--- src/hw/bior_pkg.sv ---
// constants for the banked host register window
// What this block does
// - sixteen host byte locations, registers grouped in banks
// - word 0xe-0xf selects bank in every bank
// - access is 8, 16 or 32 bits wide
// - only enabled byte lanes read or written
// - full 32-bit reads and writes accepted
// - station address low/mid/high at 0x0/0x2/0x4
// - host port is isa-like asynchronous strobe bus
// - start-up bit selects 16-bit or 8-bit width
// - eeprom words 0-6 loaded after reset release
package bior_pkg;
	// byte offsets inside a bank
	localparam logic [3:0] off_word0       = 4'h0;
	localparam logic [3:0] off_word2       = 4'h2;
	localparam logic [3:0] off_word4       = 4'h4;
	localparam logic [3:0] off_word6       = 4'h6;
	localparam logic [3:0] off_word8       = 4'h8;
	localparam logic [3:0] off_bank_select = 4'he;
	// bank numbers
	localparam logic [15:0] bank_host_cfg = 16'h0000;
	localparam logic [15:0] bank_station  = 16'h0002;
	localparam logic [15:0] bank_internal = 16'h0003;
	// reset values
	localparam logic [15:0] rst_word      = 16'h0000;
	localparam logic        rst_bus_16bit = 1'b1;
	// eeprom image layout
	localparam logic [2:0] ee_base_word   = 3'h0;
	localparam logic [2:0] ee_mac_lo_word = 3'h1;
	localparam logic [2:0] ee_mac_mi_word = 3'h2;
	localparam logic [2:0] ee_mac_hi_word = 3'h3;
	localparam logic [2:0] ee_cfg_word    = 3'h6;
	localparam int         ee_width_bit   = 0;
	// loader sequencer
	typedef enum logic [1:0] {
		bior_ld_start = 2'b00,
		bior_ld_req   = 2'b01,
		bior_ld_wait  = 2'b11,
		bior_ld_done  = 2'b10
	} bior_ld_state_t;
endpackage

--- src/hw/bior_load_if.sv ---
// carrier from the eeprom loader to the register bank
`timescale 1ns/1ps
`default_nettype none
interface bior_load_if;
	logic        valid;
	logic [2:0]  index;
	logic [15:0] data;
	logic        busy;
	modport loader (output valid, output index, output data, output busy);
	modport bank   (input valid, input index, input data, input busy);
endinterface
`default_nettype wire

--- src/hw/bior_eeprom_load.sv ---
// start-up loader for eeprom words 0 to 6
`timescale 1ns/1ps
`default_nettype none
module bior_eeprom_load (
	// clock and reset
	input  wire logic          clk,
	input  wire logic          reset_n,
	// strap
	input  wire logic          eeprom_load_enable_pin,
	// eeprom word reader
	output logic               ee_req,
	output logic [2:0]         ee_word,
	input  wire logic          ee_ack,
	input  wire logic [15:0]   ee_data,
	// to the register bank
	bior_load_if.loader        ld
);
	import bior_pkg::*;

	typedef struct packed {
		bior_ld_state_t st;
		logic           req;
		logic [2:0]     word;
		logic           valid;
		logic [15:0]    data;
	} bior_ld_t;

	bior_ld_t s;
	bior_ld_t next_s;

	always_comb begin
		next_s = s;
		next_s.valid = 1'b0;
		unique case (s.st)
			// strap sampled on first clock after release, never under reset
			bior_ld_start: begin
				next_s.word = ee_base_word;
				if (eeprom_load_enable_pin) begin
					next_s.st  = bior_ld_req;
					next_s.req = 1'b1;
				end else begin
					next_s.st = bior_ld_done;
				end
			end
			bior_ld_req: begin
				next_s.st = bior_ld_wait;
			end
			bior_ld_wait: begin
				if (ee_ack) begin
					next_s.valid = 1'b1;
					next_s.data  = ee_data;
					if (s.word == ee_cfg_word) begin
						next_s.req = 1'b0;
						next_s.st  = bior_ld_done;
					end else begin
						next_s.word = s.word + 3'h1;
						next_s.st   = bior_ld_req;
					end
				end
			end
			bior_ld_done: begin
				next_s.req = 1'b0;
			end
		endcase
	end

	always_ff @(posedge clk or negedge reset_n) begin
		if (!reset_n) begin
			s <= '{st: bior_ld_start, req: 1'b0, word: 3'h0, valid: 1'b0, data: 16'h0000};
		end else begin
			s <= next_s;
		end
	end

	assign ee_req   = s.req;
	assign ee_word  = s.word;
	assign ld.valid = s.valid;
	// index lags one cycle behind word, so report the word just captured
	assign ld.index = (s.st == bior_ld_done) ? ee_cfg_word : s.word - 3'h1;
	assign ld.data  = s.data;
	assign ld.busy  = (s.st != bior_ld_done);
endmodule
`default_nettype wire

--- src/hw/bior_top.sv ---
// banked sixteen-byte host register window
`timescale 1ns/1ps
`default_nettype none
module bior_top (
	// clock and reset
	input  wire logic          clk,
	input  wire logic          reset_n,
	// host strobe bus
	input  wire logic [3:0]    host_addr,
	input  wire logic [3:0]    byte_lane_enables_n,
	input  wire logic          host_rd_n,
	input  wire logic          host_wr_n,
	input  wire logic [31:0]   host_data_in,
	output logic [31:0]        host_data_out,
	output logic               host_data_oe_n,
	// device state in and out
	input  wire logic [15:0]   bus_error_flags,
	input  wire logic [15:0]   selftest_result,
	output logic [15:0]        chip_reset_ctrl,
	output logic [15:0]        bank_now,
	output logic               bus_is_16bit,
	output logic               load_busy,
	// eeprom
	input  wire logic          eeprom_load_enable_pin,
	output logic               ee_req,
	output logic [2:0]         ee_word,
	input  wire logic          ee_ack,
	input  wire logic [15:0]   ee_data
);
	import bior_pkg::*;

	typedef struct packed {
		logic [15:0] bank0_base_address;
		logic [15:0] bank0_rx_flow_watermark;
		logic [15:0] bank0_burst_length;
		logic [15:0] bank2_station_addr_low;
		logic [15:0] bank2_station_addr_mid;
		logic [15:0] bank2_station_addr_high;
		logic [15:0] bank3_internal_bus_word;
		logic [15:0] bank3_chip_reset;
		logic [15:0] bank3_bus_setup;
		logic [15:0] bank_selector;
		logic        bus_16bit;
		logic        wr_prev;
		logic [31:0] rdata;
		logic        oe_n;
		logic        busy;
	} bior_regs_t;

	bior_regs_t r;
	bior_regs_t next_r;
	bior_load_if ld ();

	bior_eeprom_load u_load (
		.clk                    (clk),
		.reset_n                (reset_n),
		.eeprom_load_enable_pin (eeprom_load_enable_pin),
		.ee_req                 (ee_req),
		.ee_word                (ee_word),
		.ee_ack                 (ee_ack),
		.ee_data                (ee_data),
		.ld                     (ld.loader)
	);

	// merge enabled bytes of a 16-bit word; en is active high
	function automatic logic [15:0] merge16(input logic [15:0] old, input logic [15:0] wd,
	                                        input logic [1:0] en);
		merge16 = {en[1] ? wd[15:8] : old[15:8], en[0] ? wd[7:0] : old[7:0]};
	endfunction

	// read lanes that are off come back as zero bytes
	function automatic logic [15:0] mask16(input logic [15:0] v, input logic [1:0] en);
		mask16 = {en[1] ? v[15:8] : 8'h00, en[0] ? v[7:0] : 8'h00};
	endfunction

	// word at byte offset off of the selected bank; reserved reads zero
	function automatic logic [15:0] read16(input bior_regs_t q, input logic [3:0] off,
	                                       input logic [15:0] ef, input logic [15:0] st);
		read16 = 16'h0000;
		if (off == off_bank_select) begin
			read16 = q.bank_selector;
		end else if (q.bank_selector == bank_host_cfg) begin
			case (off)
				off_word0: read16 = q.bank0_base_address;
				off_word4: read16 = q.bank0_rx_flow_watermark;
				// bus error is read live, never latched
				off_word6: read16 = ef;
				off_word8: read16 = q.bank0_burst_length;
				default:   read16 = 16'h0000;
			endcase
		end else if (q.bank_selector == bank_station) begin
			case (off)
				off_word0: read16 = q.bank2_station_addr_low;
				off_word2: read16 = q.bank2_station_addr_mid;
				off_word4: read16 = q.bank2_station_addr_high;
				default:   read16 = 16'h0000;
			endcase
		end else if (q.bank_selector == bank_internal) begin
			case (off)
				off_word0: read16 = q.bank3_internal_bus_word;
				off_word4: read16 = st;
				off_word6: read16 = q.bank3_chip_reset;
				off_word8: read16 = q.bank3_bus_setup;
				default:   read16 = 16'h0000;
			endcase
		end
	endfunction

	logic [3:0] lane_en;
	logic [3:0] off_lo;
	logic [3:0] off_hi;
	logic       wr_start;

	assign lane_en  = ~byte_lane_enables_n;
	// address bits 1:0 are ignored; the lanes pick the bytes
	// dword aligned: lanes 1:0 hit the low word, lanes 3:2 the high word
	assign off_lo   = {host_addr[3:2], 2'b00};
	assign off_hi   = {host_addr[3:2], 2'b10};
	// one write per strobe, taken on its falling edge
	assign wr_start = !host_wr_n && r.wr_prev;

	always_comb begin
		logic [15:0] wl;
		logic [15:0] wh;
		logic [1:0]  el;
		logic [1:0]  eh;
		logic [15:0] rlo;
		logic [15:0] rhi;
		wl = host_data_in[15:0];
		wh = host_data_in[31:16];
		el = lane_en[1:0];
		eh = lane_en[3:2];
		rlo = read16(r, off_lo, bus_error_flags, selftest_result);
		rhi = read16(r, off_hi, bus_error_flags, selftest_result);
		next_r = r;
		next_r.wr_prev = host_wr_n;
		next_r.busy = ld.busy;
		// read data held while strobe low; disabled lanes drive zero
		next_r.oe_n = host_rd_n;
		next_r.rdata = 32'h0000_0000;
		if (!host_rd_n) begin
			next_r.rdata[15:0]  = mask16(rlo, el);
			next_r.rdata[31:16] = mask16(rhi, eh);
		end
		// host writes use the bank held before this access; the new bank takes the next one
		// writes during loading are dropped, not queued
		if (wr_start && !ld.busy) begin
			if (off_hi == off_bank_select) begin
				next_r.bank_selector = merge16(r.bank_selector, wh, eh);
			end
			if (r.bank_selector == bank_host_cfg) begin
				case (host_addr[3:2])
					2'h0: next_r.bank0_base_address = merge16(r.bank0_base_address, wl, el);
					2'h1: next_r.bank0_rx_flow_watermark = merge16(r.bank0_rx_flow_watermark, wl, el);
					2'h2: next_r.bank0_burst_length = merge16(r.bank0_burst_length, wl, el);
					default: ;
				endcase
			end else if (r.bank_selector == bank_station) begin
				case (host_addr[3:2])
					// a 32-bit write fills low and mid words in one strobe
					2'h0: begin
						next_r.bank2_station_addr_low = merge16(r.bank2_station_addr_low, wl, el);
						next_r.bank2_station_addr_mid = merge16(r.bank2_station_addr_mid, wh, eh);
					end
					2'h1: next_r.bank2_station_addr_high = merge16(r.bank2_station_addr_high, wl, el);
					default: ;
				endcase
			end else if (r.bank_selector == bank_internal) begin
				case (host_addr[3:2])
					2'h0: next_r.bank3_internal_bus_word = merge16(r.bank3_internal_bus_word, wl, el);
					2'h1: next_r.bank3_chip_reset = merge16(r.bank3_chip_reset, wh, eh);
					2'h2: next_r.bank3_bus_setup = merge16(r.bank3_bus_setup, wl, el);
					default: ;
				endcase
			end
		end
		// start-up image overrides; host writes are held off until it ends
		if (ld.valid) begin
			case (ld.index)
				ee_base_word:   next_r.bank0_base_address = ld.data;
				ee_mac_lo_word: next_r.bank2_station_addr_low = ld.data;
				ee_mac_mi_word: next_r.bank2_station_addr_mid = ld.data;
				ee_mac_hi_word: next_r.bank2_station_addr_high = ld.data;
				ee_cfg_word:    next_r.bus_16bit = ld.data[ee_width_bit];
				default: ;
			endcase
		end
	end

	always_ff @(posedge clk or negedge reset_n) begin
		if (!reset_n) begin
			r <= '{
				bank0_base_address:      rst_word,
				bank0_rx_flow_watermark: rst_word,
				bank0_burst_length:      rst_word,
				bank2_station_addr_low:  rst_word,
				bank2_station_addr_mid:  rst_word,
				bank2_station_addr_high: rst_word,
				bank3_internal_bus_word: rst_word,
				bank3_chip_reset:        rst_word,
				bank3_bus_setup:         rst_word,
				bank_selector:           rst_word,
				bus_16bit:               rst_bus_16bit,
				// writes arm only after a high strobe, so reset counts as high
				wr_prev:                 1'b1,
				rdata:                   32'h0000_0000,
				oe_n:                    1'b1,
				busy:                    1'b1
			};
		end else begin
			r <= next_r;
		end
	end

	// every output below is a plain flop of the state
	assign host_data_out   = r.rdata;
	assign host_data_oe_n  = r.oe_n;
	assign chip_reset_ctrl = r.bank3_chip_reset;
	assign bank_now        = r.bank_selector;
	assign bus_is_16bit    = r.bus_16bit;
	assign load_busy       = r.busy;
endmodule
`default_nettype wire

--- config.mk ---
export PLATFORM = sky130hd
export DESIGN_NAME = bior_top
export DESIGN_NICKNAME = d
export VERILOG_FILES = /design/src/hw/bior_pkg.sv /design/src/hw/bior_load_if.sv /design/src/hw/bior_eeprom_load.sv /design/src/hw/bior_top.sv
export SDC_FILE = /design/constraint.sdc
export NUM_CORES = 1
export LEC_CHECK = 0
export BUFFER_PORTS_ARGS = -buffer_cell sky130_fd_sc_hd__clkbuf_2
export CORE_ASPECT_RATIO = 0.7
export CORE_UTILIZATION = 57
export DETAILED_ROUTE_END_ITERATION = 12
export PLACE_DENSITY = 0.8
export SYNTH_ARGS = -nofsm -noshare
export SYNTH_HDL_FRONTEND = slang
export SYNTH_SLANG_ARGS = --single-unit
export TNS_END_PERCENT = 100
--- constraint.sdc ---
create_clock -name clk -period 2.59 [get_ports clk]
set_clock_uncertainty 0.1 [all_clocks]
set_input_delay 0.518 -clock clk [delete_from_list [all_inputs] [get_ports clk]]
set_output_delay 0.518 -clock clk [all_outputs]
set_load 0.1 [all_outputs]
==> flow_metrics.tcl, run 1 <==
set metrics [dict create \
    power_density_nw_per_um2 1050 \
    cts_buffer_depth 3 \
    critPathMaxFanout 8 \
    arrival_ns 2.83 \
    hold_viol 0 \
    clock-sinks 219 \
    antenna_found_initial 0 \
    num-nets-final 1245 \
    whs_path_depth 2 \
    clkTransAtPathRegs_ns 0.07 \
    synth-seq-area-share_pct 50.0 \
    syn_nets 1108 \
    synthesis.area_um2 11000 \
    grt_pass1_wl_mm 46.0 \
    synth.distinct_cells 54 \
    dp_hpwl_mm 20.3 \
    clockRootBuffer "clkbuf_16" \
    fmaxAchievable_mhz 394 \
    core_area_um2 18900 \
    rsz0062_at_grt "no" \
    gp_congestion 0.942 \
    final_common_cell "dfrtp_1" \
    cts.htree.levels 1 \
    crit_type "reg -> reg" \
    die_x_um 168 \
    drt-initial-drc-count 978 \
    drc 0 \
    area_growth_pct 16.3 \
    min_path_type "in -> reg" \
    cp_slowest_cell "or4bb_1" \
    die_h_um 118 \
    final_antenna_net_count 0 \
    syn_inst 1011 \
    synth-seq-cells 219 \
    ys_warn_count 0 \
    max_stage_delay_ns 0.62 \
    synth_top_area_share_pct 49.0 \
    crit_chain "or4bb_1 > nor2_1 > nand3_1 > nor2_4 > mux2_2" \
    layout_common_cells "dfrtp_1, clkbuf_2, mux2_2" \
    place_ws_ns -0.0500 \
    grt_max_degree 67 \
    rr_worst_depth 5 \
    timing.final.setup_violations 0 \
    cts_tree "done" \
    drv_slew 0 \
    cap_violations 0 \
    start_kind "flip-flop" \
    leakage_uw 0.00645 \
    grt_remaining_overflow 0 \
    io_pins 165 \
    grt_pass1_vias 8380 \
    finalCritPeriodShare_pct 98.0 \
    fin_ws_ns 0.0508 \
    cp_data_required_time_ns 2.88 \
    cp-end-kind "flip-flop" \
    worstMarginPinSlew_ns 0.580 \
    synth.avg_cell_area_um2 10.9 \
    drive_above_1_share_pct 34.7 \
    firstDrtPassIters 5 \
    hold_ws_ns 0.135 \
    cts_buffers 22 \
    wl_per_cell_um 20.6 \
    status "completed" \
    clock_latency_ns 0.51 \
    start_util_pct 58.2 \
    synth_top_area_cell "dfrtp_1" \
    synth.area.top_cells "dfrtp_1, mux2_2, mux2i_1, buf_4, nor2_1" \
    vias_per_cell 6.08 \
    rows 42 \
    wirelength_mm 29.0 \
    relSlewSlack_pct 61.5 \
    antennaDiodeCount 0 \
    io_buffer_count 162 \
    max-vdd-ir-drop_mv 1.12 \
    period_minus_slack_ns 2.54 \
    die_area_um2 19800 \
    grtUsageTotal_pct 29.8 \
    via_count 8538 \
]
## layer usage
layer | share of wire [%] | up-vias | GRT usage (%) | wire length [um]
met5 | 0 | - | 0 | 0
met4 | 2.2 | 0 | 7.11 | 639
met3 | 8.5 | 51 | 6.25 | 2460
met2 | 44 | 378 | 44.7 | 12900
met1 | 45 | 4264 | 44.4 | 13000
li1 | - | 3845 | - | -
## cell families after synthesis
group | share of synthesized area (%)
mux | 20.3
compound gates | 11.8
xor+xnor | 0.0798
simple gates | 10.7
flops | 50.0
buf+inv | 6.76
fa+ha+maj | 0.342
## synth_stat cells, drive strengths merged
cell type	count
and3	6
o22ai	14
nand3b	1
a22oi	38
nor4b	1
a211o	1
a31oi	18
nor4	7
xnor2	1
o21a	12
a22o	2
nor4bb	1
ha	3
nand4	3
nor3	11
o31ai	2
or4bb	1
nand2	80
a21oi	61
mux2	113
nor2b	1
buf	82
mux2i	96
nand3	24
dfrtp	215
nor2	89
a21o	1
a221oi	1
and2	1
o21ai	63
a211oi	2
or4	3
a21boi	2
or2	3
o221ai	1
clkbuf	34
dfstp	4
nand4bb	1
or3	2
inv	6
nand2b	4
## state kept, by name, indices dropped and copies added, names as in the netlist
signal / count
host_data_oe_n: 1
load_busy: 1
bus_is_16bit: 1
u_load.ee_word: 3
host_data_out: 32
r: 129
u_load.s: 2
chip_reset_ctrl: 16
u_load.ld.valid: 1
u_load.ld.data: 16
bank_now: 16
u_load.ee_req: 1
## report_power, final
| part | internal (uW) | total [uW] | switching (uW) |
|---|---|---|---|
| Combinational | 1710 | 5060 | 3350 |
| Sequential | 4260 | 4950 | 687 |
| Clock | 2010 | 3340 | 1330 |
| Total | 7980 | 13300 | 5370 |
## path summary, 6_finish.rpt
check / from / to / slack, ns
max reg2reg: r[34] / chip_reset_ctrl[15] / 0.05
min: ee_data[2] / u_load.ld.data[2] / 0.14
min reg2reg: r[162] / r[162] / 0.40
min in group asynchronous: reset_n / chip_reset_ctrl[10] / 0.46
max: r[34] / chip_reset_ctrl[15] / 0.05
max in group asynchronous: reset_n / load_busy / 1.19
## critical path, delay by kind of cell (launching register included)
| family | cells | cell delay (ns) |
|---|---|---|
| muxes | 1 | 0.38 |
| DFF | 1 | 0.53 |
| and+or+nand+nor | 4 | 1.40 |
## final cells by class
class                      instances  area [um^2]
fill                            1432         6100
clock inverter                     9          128
inverter                           6         22.5
tap                              242          303
multi-input combinational        670         4760
clock buffer                      30          632
timing repair buffer             229         1440
sequential                       219         5490
## per-stage QoR
stage / util (%) / instances / cell area, um^2 / TNS [ns] / power [uW]
3_5_place_dp: 63.4 / 1364 / 12000 / -0.412 / 9920
6_report: 67.7 / 1405 / 12800 / 0 / 13300
3_3_place_gp: 63.4 / 1364 / 12000 / 0 / 9770
4_1_cts: 67.5 / 1404 / 12700 / 0 / 13300
5_1_grt: 67.7 / 1405 / 12800 / 0 / 13900
2_1_floorplan: - / 1011 / 11000 / 0 / 8610
## repair_timing
item | 4_1_cts | 5_1_grt
resized for setup | 0 | 2
hold buffers | 1 | 0
hold endpoints to repair | 62 | 0
setup buffers | 0 | 1
endpoints found under the setup margin | 0 | 49
No activity file was read; power rests on OpenSTA's default activity.
==> run 2, diff against run 1 <==
--- a/config.mk
+++ b/config.mk
@@ -7,9 +7,10 @@
 export LEC_CHECK = 0
 export BUFFER_PORTS_ARGS = -buffer_cell sky130_fd_sc_hd__clkbuf_2
 export CORE_ASPECT_RATIO = 0.7
+export CORE_MARGIN = 2
 export CORE_UTILIZATION = 57
 export DETAILED_ROUTE_END_ITERATION = 12
-export PLACE_DENSITY = 0.8
+export PLACE_DENSITY = 0.89
 export SYNTH_ARGS = -nofsm -noshare
 export SYNTH_HDL_FRONTEND = slang
 export SYNTH_SLANG_ARGS = --single-unit
==> flow_metrics.tcl, run 2 (synthesis results as in run 1) <==
set metrics [dict create \
    grtUsageTotal_pct 29.5 \
    p_sw_share_pct 41.3 \
    clockPowerShare_pct 22.8 \
    max_stage_delay_ns 0.63 \
    period_minus_slack_ns 2.54 \
    clockRootBuffer "clkbuf_16" \
    drive_above_1_share_pct 34.4 \
    stdcell_area_um2 12600 \
    p_switching_uw 5390 \
    rsz0062_at_grt "no" \
    core_area_um2 18900 \
    cts.htree.levels 1 \
    power_density_nw_per_um2 1030 \
    io_buffer_count 162 \
    cap_violations 0 \
    antennaDiodeCount 0 \
    antenna_found_initial 1 \
    grt_pass1_vias 8671 \
    die_area_um2 20400 \
    status "completed" \
    wl_per_cell_um 21.3 \
    layout_common_cells "dfrtp_1, clkbuf_2, mux2_2" \
    clkTransAtPathRegs_ns 0.06 \
    cp-end-kind "flip-flop" \
    grt_remaining_overflow 0 \
    cp_data_required_time_ns 2.87 \
    grt_max_degree 56 \
    wirelength_mm 29.8 \
    die_h_um 120 \
    gp_congestion 0.973 \
    p_total_uw 13000 \
    io_pins 165 \
    area_growth_pct 15.0 \
    firstDrtPassIters 5 \
    grt_pass1_wl_mm 46.8 \
    crit_family "simple AND/OR/NAND/NOR gates" \
    cts_buffer_depth 3 \
    cts_setup_buffers 0 \
    path_buf_inv 0 \
    hold_ws_ns 0.149 \
    start_util_pct 58.2 \
    stdcell_count 1403 \
    clock-sinks 219 \
    finalCritPeriodShare_pct 98.1 \
    fin_ws_ns 0.0482 \
    via_count 8648 \
    seqPwrFrac_pct 38.3 \
    relSlewSlack_pct 59.6 \
    cts_hold_buf 1 \
    final_antenna_net_count 0 \
    start_kind "flip-flop" \
    drt-initial-drc-count 1049 \
    worstMarginPinSlew_ns 0.604 \
    p_int_uw 7650 \
    crit_chain "or4bb_1 > nor3_2 > nand4_2 > mux2_2" \
    clock_latency_ns 0.51 \
    fmaxAchievable_mhz 393 \
    cts_resized 0 \
    cts_buffers 21 \
    critPathMaxFanout 8 \
    p_comb_share_pct 38.9 \
    crit_type "reg -> reg" \
    rows 42 \
    place_ws_ns -0.00116 \
    max-vdd-ir-drop_mv 1.31 \
    final_common_cell "dfrtp_1" \
    timing.final.setup_violations 0 \
    placedInstanceArea_um2 12000 \
    num-nets-final 1243 \
    largest_reg_flops 129 \
    vias_per_cell 6.16 \
    cp_slowest_cell "or4bb_1" \
    drv_slew 0 \
    cts_tree "done" \
    hold_viol 0 \
    leakage_uw 0.00638 \
    place_inst 1364 \
    die_x_um 170 \
    min_path_type "in -> reg" \
    dp_hpwl_mm 20.7 \
    drc 0 \
    top_register "r" \
    arrival_ns 2.83 \
]
## run 2: cell type report
cell class	count	area, um^2
repair buffers	228	1410
fillers	1362	6240
clock buffers	32	627
inverters	6	22.5
multi-input cells	670	4750
flip-flops and latches	219	5490
well taps	242	303
clock inverters	6	36.3
## run 2: metrics by stage
stage	setup TNS (ns)	utilization, %
floorplan	0	-
global placement	0	63.4
detailed placement	-0.00116	63.4
CTS	0	66.9
global route	0	66.9
finish	0	66.9
## run 2: worst paths after layout
kind / start / to / slack (ns) / cells after the start
min: ee_data[14] / u_load.ld.data[14] / 0.15 / 2
min reg2reg: r[172] / r[172] / 0.39 / 1
max: r[34] / r[160] / 0.05 / 4
min in group asynchronous: reset_n / r[124] / 0.47 / 2
max in group asynchronous: reset_n / bank_now[6] / 1.23 / 3
max reg2reg: r[34] / r[160] / 0.05 / 4
## run 2: routing by layer
| layer | vias up | GRT usage (%) | part of all wire, % |
|---|---|---|---|
| met2 | 468 | 45.4 | 45 |
| met4 | 2 | 8.97 | 2.7 |
| met1 | 4280 | 41.2 | 42 |
| met5 | - | 0 | 0.044 |
| li1 | 3833 | - | - |
| met3 | 65 | 8.05 | 10 |
## run 2: power by group through the flow
stage | clock [uW] | combinational [uW] | sequential [uW]
final | 2970 | 5070 | 5000
after detailed placement | 0 | 4950 | 5000
after CTS | 3000 | 5000 | 4950
after floorplan | 0 | 3700 | 4910
after global placement | 0 | 4810 | 4950
after global routing | 3150 | 5370 | 5070
